**config.mk**
```make
export PLATFORM = sky130hd
export DESIGN_NAME = sas_sequencer
export DESIGN_NICKNAME = d
export VERILOG_FILES = /design/src/sas_pkg.sv /design/src/sas_result_reg.sv /design/src/sas_sequencer.sv
export SDC_FILE = /design/constraint.sdc
export NUM_CORES = 1
export LEC_CHECK = 0
export ABC_AREA = 1
export ABC_CLOCK_PERIOD_IN_PS = 1500
export BUFFER_PORTS_ARGS = -buffer_cell sky130_fd_sc_hd__clkbuf_2
export CAP_MARGIN = 20
export CORE_AREA = 2 2 73 75
export CTS_CLUSTER_SIZE = 10
export DETAILED_ROUTE_END_ITERATION = 6
export DIE_AREA = 0 0 75 77
export SLEW_MARGIN = 20
export SYNTH_ARGS = -nofsm -noshare
export SYNTH_HDL_FRONTEND = slang
export SYNTH_SLANG_ARGS = --single-unit
```
**constraint.sdc**
```tcl
create_clock -name CLOCK -period 1.5 [get_ports CLOCK]
set_input_delay 0.15 -clock CLOCK [delete_from_list [all_inputs] [get_ports CLOCK]]
set_output_delay 0.15 -clock CLOCK [all_outputs]
set_load 0.01 [all_outputs]
```
**src/sas_pkg.sv**
```systemverilog
// constants and types shared by the successive-approximation sequencer
package sas_pkg;

  // ==========================================================
  // widths
  localparam int unsigned RES_W = 8;   // result and trial code width
  localparam int unsigned CH_W  = 3;   // eight analog input channels
  localparam int unsigned IDX_W = 3;   // bit position of the trial bit
  localparam int unsigned CNT_W = 8;   // phase cycle counter width

  // ==========================================================
  // bit positions of the search
  localparam logic [IDX_W-1:0] MSB_POS = 3'h7;
  localparam logic [IDX_W-1:0] LSB_POS = 3'h0;

  // ==========================================================
  // reset values
  localparam logic [RES_W-1:0] APPROX_RST = 8'h00;
  localparam logic [RES_W-1:0] RESULT_RST = 8'h00;
  localparam logic [CH_W-1:0]  CHAN_RST   = 3'h0;
  localparam logic [CNT_W-1:0] CNT_ZERO   = 8'h00;

  // ==========================================================
  // timing: times in ns, counts derived from the clock period
  localparam int unsigned CLK_PERIOD_NS  = 40;
  localparam int unsigned SAMPLE_TIME_NS = 1000; // least sampling time
  localparam int unsigned SETTLE_TIME_NS = 200;  // least tap settle time
  // least times round up to whole cycles
  localparam int unsigned SAMPLE_CYCLES =
    (SAMPLE_TIME_NS + CLK_PERIOD_NS - 1) / CLK_PERIOD_NS;
  localparam int unsigned SETTLE_CYCLES =
    (SETTLE_TIME_NS + CLK_PERIOD_NS - 1) / CLK_PERIOD_NS;
  // terminal counts at counter width
  localparam logic [CNT_W-1:0] SAMPLE_LAST = CNT_W'(SAMPLE_CYCLES - 1);
  localparam logic [CNT_W-1:0] SETTLE_LAST = CNT_W'(SETTLE_CYCLES - 1);

  // ==========================================================
  // sequencer states, gray along idle-sample-search-latch
  typedef enum logic [1:0] {
    ST_IDLE   = 2'b00,
    ST_SAMPLE = 2'b01,
    ST_SEARCH = 2'b11,
    ST_LATCH  = 2'b10
  } sas_state_t;

endpackage

```
**src/sas_result_reg.sv**
```systemverilog
// conversion result holding register with registered read data
module sas_result_reg (
  input  wire logic                     clk,
  input  wire logic                     rst_n,
  input  wire logic                     load,
  input  wire logic [sas_pkg::RES_W-1:0] din,
  output logic      [sas_pkg::RES_W-1:0] dout
);
  import sas_pkg::*;

  logic [RES_W-1:0] result_r;
  logic [RES_W-1:0] result_nxt;

  // ==========================================================
  // reload on every finished conversion, hold otherwise
  always_comb begin
    result_nxt = result_r;
    if (load) begin
      result_nxt = din;
    end
  end

  // cleared at reset only so the port never floats unknown
  always_ff @(posedge clk) begin
    if (!rst_n) begin
      result_r <= RESULT_RST;
    end else begin
      result_r <= result_nxt;
    end
  end

  assign dout = result_r;

endmodule

```
**src/sas_sequencer.sv**
```systemverilog
// successive-approximation control for an 8-bit analog-to-digital converter
//
// Functional notes
// - the channel setting is captured as sampling begins.
// - sample for a fixed time, then hold until the result latches.
// - the search opens with bit 7 set, a tap of half the reference.
// - bit 7 stays when the input is at or above half scale, else clears.
// - the next bit is then set, a tap of three or one quarter.
// - a trial bit stays 1 when input >= tap and clears when below.
// - set, compare and decide repeat and end after bit 0.
// - after eight decisions the code is latched and a done pulse raised.
// - the result is an 8-bit register reloaded by each conversion.
// - the result after reset means nothing until a conversion ends.
// - the first result after an enable may be wrong.
// - standby stops all conversion activity at once.
module sas_sequencer (
  input  wire logic                      CLOCK,
  input  wire logic                      RESETN,
  input  wire logic                      CONV_ENABLE,
  input  wire logic [sas_pkg::CH_W-1:0]  CHANNEL_SELECT_REG,
  input  wire logic                      STANDBY,
  input  wire logic                      RESULT_READ,
  input  wire logic                      COMPARATOR_IN,
  output logic      [sas_pkg::CH_W-1:0]  CHANNEL_MUX,
  output logic                           SAMPLE_HOLD,
  output logic      [sas_pkg::RES_W-1:0] TAP_SELECT,
  output logic      [sas_pkg::RES_W-1:0] CONVERSION_RESULT,
  output logic                           CONVERSION_DONE_IRQ,
  output logic                           BUSY,
  output logic                           RESULT_FRESH,
  output logic                           FIRST_RESULT
);
  import sas_pkg::*;

  // ==========================================================
  // declarations
  sas_state_t        state_r;
  sas_state_t        state_nxt;
  logic [CNT_W-1:0]  cnt_r;
  logic [CNT_W-1:0]  cnt_nxt;
  logic [IDX_W-1:0]  idx_r;
  logic [IDX_W-1:0]  idx_nxt;
  logic [RES_W-1:0]  approx_r;
  logic [RES_W-1:0]  approx_nxt;
  logic [CH_W-1:0]   chan_r;
  logic [CH_W-1:0]   chan_nxt;
  logic              hold_r;
  logic              hold_nxt;
  logic              busy_r;
  logic              busy_nxt;
  logic              irq_r;
  logic              irq_nxt;
  logic              fresh_r;
  logic              fresh_nxt;
  logic              first_r;
  logic              first_nxt;
  logic              first_pend_r;
  logic              first_pend_nxt;
  logic              comp_meta_r;
  logic              comp_sync_r;
  logic              result_load;
  logic              run_ok;
  logic              sample_done;
  logic              settle_done;

  // ==========================================================
  // comparator crossing
  // the comparator is an analog level with no relation to CLOCK;
  // two flops before anything decides on it
  always_ff @(posedge CLOCK) begin
    if (!RESETN) begin
      comp_meta_r <= 1'b0;
      comp_sync_r <= 1'b0;
    end else begin
      comp_meta_r <= COMPARATOR_IN;
      comp_sync_r <= comp_meta_r;
    end
  end

  // ==========================================================
  // phase qualifiers
  // conversion may only proceed when enabled and awake
  assign run_ok      = CONV_ENABLE && !STANDBY;
  assign sample_done = (cnt_r == SAMPLE_LAST);
  // settle count is the tap settle time alone; the two-flop latency falls inside it
  assign settle_done = (cnt_r == SETTLE_LAST);

  // ==========================================================
  // sequencer state machine
  always_comb begin
    state_nxt = state_r;
    unique case (state_r)
      ST_IDLE: begin
        if (run_ok) begin
          state_nxt = ST_SAMPLE;
        end
      end
      ST_SAMPLE: begin
        if (!run_ok) begin
          state_nxt = ST_IDLE;
        end else if (sample_done) begin
          state_nxt = ST_SEARCH;
        end
      end
      ST_SEARCH: begin
        if (!run_ok) begin
          state_nxt = ST_IDLE;
        end else if (settle_done && idx_r == LSB_POS) begin
          state_nxt = ST_LATCH;
        end
      end
      ST_LATCH: begin
        // back to sampling while enabled, for back-to-back results
        if (run_ok) begin
          state_nxt = ST_SAMPLE;
        end else begin
          state_nxt = ST_IDLE;
        end
      end
    endcase
  end

  always_ff @(posedge CLOCK) begin
    if (!RESETN) begin
      state_r <= ST_IDLE;
    end else begin
      state_r <= state_nxt;
    end
  end

  // ==========================================================
  // phase cycle counter
  // restarts on each phase change and after each bit decision
  always_comb begin
    cnt_nxt = CNT_ZERO;
    unique case (state_r)
      ST_SAMPLE: begin
        if (run_ok && !sample_done) begin
          cnt_nxt = cnt_r + 8'h01;
        end
      end
      ST_SEARCH: begin
        if (run_ok && !settle_done) begin
          cnt_nxt = cnt_r + 8'h01;
        end
      end
      ST_IDLE, ST_LATCH: begin
        cnt_nxt = CNT_ZERO;
      end
    endcase
  end

  always_ff @(posedge CLOCK) begin
    if (!RESETN) begin
      cnt_r <= CNT_ZERO;
    end else begin
      cnt_r <= cnt_nxt;
    end
  end

  // ==========================================================
  // channel capture
  // taken only when sampling starts, so a later register write
  // cannot switch the input under a running conversion
  always_comb begin
    chan_nxt = chan_r;
    if ((state_r == ST_IDLE || state_r == ST_LATCH) && run_ok) begin
      chan_nxt = CHANNEL_SELECT_REG;
    end
  end

  always_ff @(posedge CLOCK) begin
    if (!RESETN) begin
      chan_r <= CHAN_RST;
    end else begin
      chan_r <= chan_nxt;
    end
  end

  // ==========================================================
  // approximation register and bit index
  always_comb begin
    approx_nxt = approx_r;
    idx_nxt    = idx_r;
    unique case (state_r)
      ST_SAMPLE: begin
        if (run_ok && sample_done) begin
          approx_nxt = 8'h80;
          idx_nxt    = MSB_POS;
        end
      end
      ST_SEARCH: begin
        if (run_ok && settle_done) begin
          // one comparator sample per bit step
          if (!comp_sync_r) begin
            approx_nxt[idx_r] = 1'b0;
          end
          if (idx_r != LSB_POS) begin
            // earlier bits stay as decided, so the tap follows them
            approx_nxt[idx_r - 3'h1] = 1'b1;
            idx_nxt = idx_r - 3'h1;
          end
        end
      end
      ST_IDLE, ST_LATCH: begin
        approx_nxt = approx_r;
        idx_nxt    = idx_r;
      end
    endcase
  end

  always_ff @(posedge CLOCK) begin
    if (!RESETN) begin
      approx_r <= APPROX_RST;
      idx_r    <= MSB_POS;
    end else begin
      approx_r <= approx_nxt;
      idx_r    <= idx_nxt;
    end
  end

  // ==========================================================
  // sample-and-hold, busy and done pulse
  always_comb begin
    hold_nxt = 1'b0;
    busy_nxt = 1'b0;
    irq_nxt  = 1'b0;
    unique case (state_nxt)
      ST_IDLE: begin
        hold_nxt = 1'b0;
      end
      ST_SAMPLE: begin
        busy_nxt = 1'b1;
      end
      ST_SEARCH: begin
        hold_nxt = 1'b1;
        busy_nxt = 1'b1;
      end
      ST_LATCH: begin
        // hold is released only once the result is safely latched
        hold_nxt = 1'b1;
        busy_nxt = 1'b1;
        irq_nxt  = 1'b1;
      end
    endcase
  end

  always_ff @(posedge CLOCK) begin
    if (!RESETN) begin
      hold_r <= 1'b0;
      busy_r <= 1'b0;
      irq_r  <= 1'b0;
    end else begin
      hold_r <= hold_nxt;
      busy_r <= busy_nxt;
      irq_r  <= irq_nxt;
    end
  end

  // ==========================================================
  // result transfer
  // the load fires in the same cycle the done pulse is raised
  assign result_load = (state_r == ST_LATCH);

  sas_result_reg u_result (
    .clk   (CLOCK),
    .rst_n (RESETN),
    .load  (result_load),
    .din   (approx_r),
    .dout  (CONVERSION_RESULT)
  );

  // ==========================================================
  // result status flags
  // fresh: set by a latch, cleared by a read; a latch in the
  // same cycle as the read wins, so no result goes unseen
  // first: marks the first result after enabling, which may be
  // wrong because the input path had no time to settle
  always_comb begin
    fresh_nxt      = fresh_r;
    first_nxt      = first_r;
    first_pend_nxt = first_pend_r;
    if (RESULT_READ) begin
      fresh_nxt = 1'b0;
    end
    if (state_r == ST_IDLE && run_ok) begin
      first_pend_nxt = 1'b1;
    end
    if (result_load) begin
      fresh_nxt      = 1'b1;
      first_nxt      = first_pend_r;
      first_pend_nxt = 1'b0;
    end
  end

  always_ff @(posedge CLOCK) begin
    if (!RESETN) begin
      fresh_r      <= 1'b0;
      first_r      <= 1'b0;
      first_pend_r <= 1'b0;
    end else begin
      fresh_r      <= fresh_nxt;
      first_r      <= first_nxt;
      first_pend_r <= first_pend_nxt;
    end
  end

  // ==========================================================
  // outputs, all straight from flops
  assign CHANNEL_MUX         = chan_r;
  assign SAMPLE_HOLD         = hold_r;
  assign TAP_SELECT          = approx_r;
  assign CONVERSION_DONE_IRQ = irq_r;
  assign BUSY                = busy_r;
  assign RESULT_FRESH        = fresh_r;
  assign FIRST_RESULT        = first_r;

endmodule

```
==> metrics <==
maximum clock insertion buffer count 2; vias in the first global route between 1.5k and 2k; VDD IR max 0.0006517 V; detailed-route wire length per cell 10.70 µm; unrepaired setup endpoints after global routing yes; Syn Inst Count roughly 270; placed insts 375; Max Fclk roughly 0.7 GHz; non-filler instance count after layout slightly below 400; most frequent cells in the layout nand2_1 (75), dfxtp_1 (36), clkbuf_2 (32), inv_1 (31), nor2_1 (31); initial core utilization 0.3801; initial antenna violation count 0; outcome finished clean; final setup fails 0; H-tree levels 2; residual DRC count 0; Filler Cell Count around 500; Setup CP Type flip-flop to flip-flop; core area 0.004977 mm²; pre-CTS worst setup slack between 0.6 and 0.7 ps; DPL Wire Length 2.939 mm; crit path time final 1436 ps; Placement Cell Area approximately 0.0022 mm²; design area 0.002405 mm²; syn nets 284; routed wire length 4.131 mm; clock root cell clkbuf_8; mean area per synthesized cell 6.981 µm²; Warnings, synthesis 0; CTS tree done; hold_buf cts 0; maximum number of pins on one net before global-route repair 21; Setup Skew 9.251 ps; Synth Register Bits 40; worst path arrival time 1620 ps; Worst Tran Pin Value 399.0 ps; CTS buffer count 5; pwr/cell area 915.6 mW/mm²; Final period util 0.9570; Pre-Repair DR Iteration Count 4; Worst-Skew Late Latency 300 ps; fin util 0.4832; Yosys cell types 26; Antenna Cells 0; relative slew slack 0.7330; maxcap violations 0; Final Hold Fails 0; Hold Slack 44.99 ps; Final Max Tran Viols 0; share of cells above drive strength 1 0.2848; routed vias/inst 4.383; gp weighted congestion roughly 0.87; gr usage total 0.1591; post-route ant nets 0; # IOs 33; Die ar. 0.005775 mm²; setup TNS 0 ps; post-synthesis cell area 0.001892 mm²; DR iter-0 viols 57; DIE WIDTH 75 µm; CTS sink cnt 40; total gr overflow 0; CTS clock-pin slew for the worst setup and hold paths 80 ps; register area share after synthesis 0.4233; required time worst endpoint around 1700 ps; Syn-to-layout area delta 27.12%; Final #Nets 328; Power, Total ~2.2 mW; LEAKAGE 1.144 nW; Die Ht 77 µm; CP Capture Type flip-flop; worst setup margin 64.49 ps; most common cell after layout, fill and taps aside nand2_1; total vias in the final route between 1.5k and 2k; first-pass GRT wire length between 7 and 8 mm; Tightest Hold Check Type input pin to flip-flop; row count 26; Port Buffers 32; Worst Setup Start Kind flip-flop; CP Max Fanout 8
==> metal layers <==
layer | track usage | routed length, µm | up-vias
li1 | - | - | 922
met1 | 0.1951 | 1936 | 741
met2 | 0.2605 | 1989 | 24
met3 | 0.03942 | 133 | 5
met4 | 0.06429 | 72 | 0
met5 | 0 | 0 | -
==> critical path, cell delays in order, from the launching register on <==
cell     delay [ps]
dfxtp_2         340
inv_2            60
ha_4            150
nand3_4          80
o21ai_4         210
nand2_4         100
nor2_8          210
nand2_2          80
nand2_2          60
nor2_1           30
==> sequential cells by signal (all words and copies together), names as in the netlist <==
register / flops
BUSY: 1
CHANNEL_MUX: 3
CONVERSION_DONE_IRQ: 1
FIRST_RESULT: 1
RESULT_FRESH: 1
SAMPLE_HOLD: 1
TAP_SELECT: 8
cnt_r: 8
comp_meta_r: 1
comp_sync_r: 1
first_pend_r: 1
idx_r: 3
state_r: 2
u_result.dout: 8
==> cell usage after synthesis <==
cell      count  area [µm²]
dfxtp_1      40       800.8
nor3b_2       1       12.51
nand3b_4      1       20.02
nand2_1      84       315.3
nor2_4        1       11.26
nand4_1       3       18.77
nor2_2        4       25.02
inv_1        35       131.4
a21oi_1      14       70.07
o21ai_4       1       16.27
o21ai_0      10       50.05
o21a_1        1       7.510
nor2_8        1       20.02
xor2_1        4       35.03
inv_2         2       7.510
nor2_1       35       131.4
a211oi_1      1       7.510
buf_2         2       10.01
nand2_4       1       11.26
clkbuf_1      3       11.26
nor3_1        1       5.000
nand3_2       1       10.01
nand3_1      16       80.08
ha_1          4       50.05
nand2_2       4       25.02
xnor2_1       1       8.760
==> power by group <==
group	leakage [nW]	internal (mW)	switching, mW
combinational	0.755	0.0608	0.0961
sequential	0.324	1.08	0.0109
clock	0.0645	0.587	0.367
==> path summary, 6_finish.rpt <==
check | from | end | slack [ps] | cells after the start
setup / recovery | cnt_r[1] | TAP_SELECT[6] | 60 | 9
hold / removal | COMPARATOR_IN | comp_meta_r | 40 | 3
setup reg to reg | cnt_r[1] | TAP_SELECT[6] | 60 | 9
hold reg to reg | comp_meta_r | comp_sync_r | 420 | 2
==> final cells by class <==
type / count / area (µm²) / area share
multi-input combinational: 189 / 1011 / 0.4204
sequential: 40 / 805.8 / 0.3351
timing repair buffer: 42 / 235.2 / 0.09781
inverter: 37 / 138.9 / 0.05775
clock buffer: 7 / 96.34 / 0.04006
tap: 70 / 87.58 / 0.03642
clock inverter: 1 / 30.03 / 0.01249
==> kinds of logic (layout without fill, tap and decap cells) <==
family | count (synthesis) | count (layout) | share of synthesized area
AO/OA/AOI/OAI | 27 | 27 | 0.08003
XOR/XNOR | 5 | 5 | 0.02315
adder cells (fa/ha/maj) | 4 | 4 | 0.02646
buffers and inverters | 42 | 87 | 0.08466
flip-flops | 40 | 40 | 0.4233
AND/OR/NAND/NOR | 153 | 153 | 0.3624
==> repair_timing <==
item / in CTS / in global routing
setup buffers: 0 / 3
resized for setup: 1 / 29
pin swaps: 0 / 6
setup endpoints to repair: 3 / 18
No activity file was read; power rests on OpenSTA's default activity.
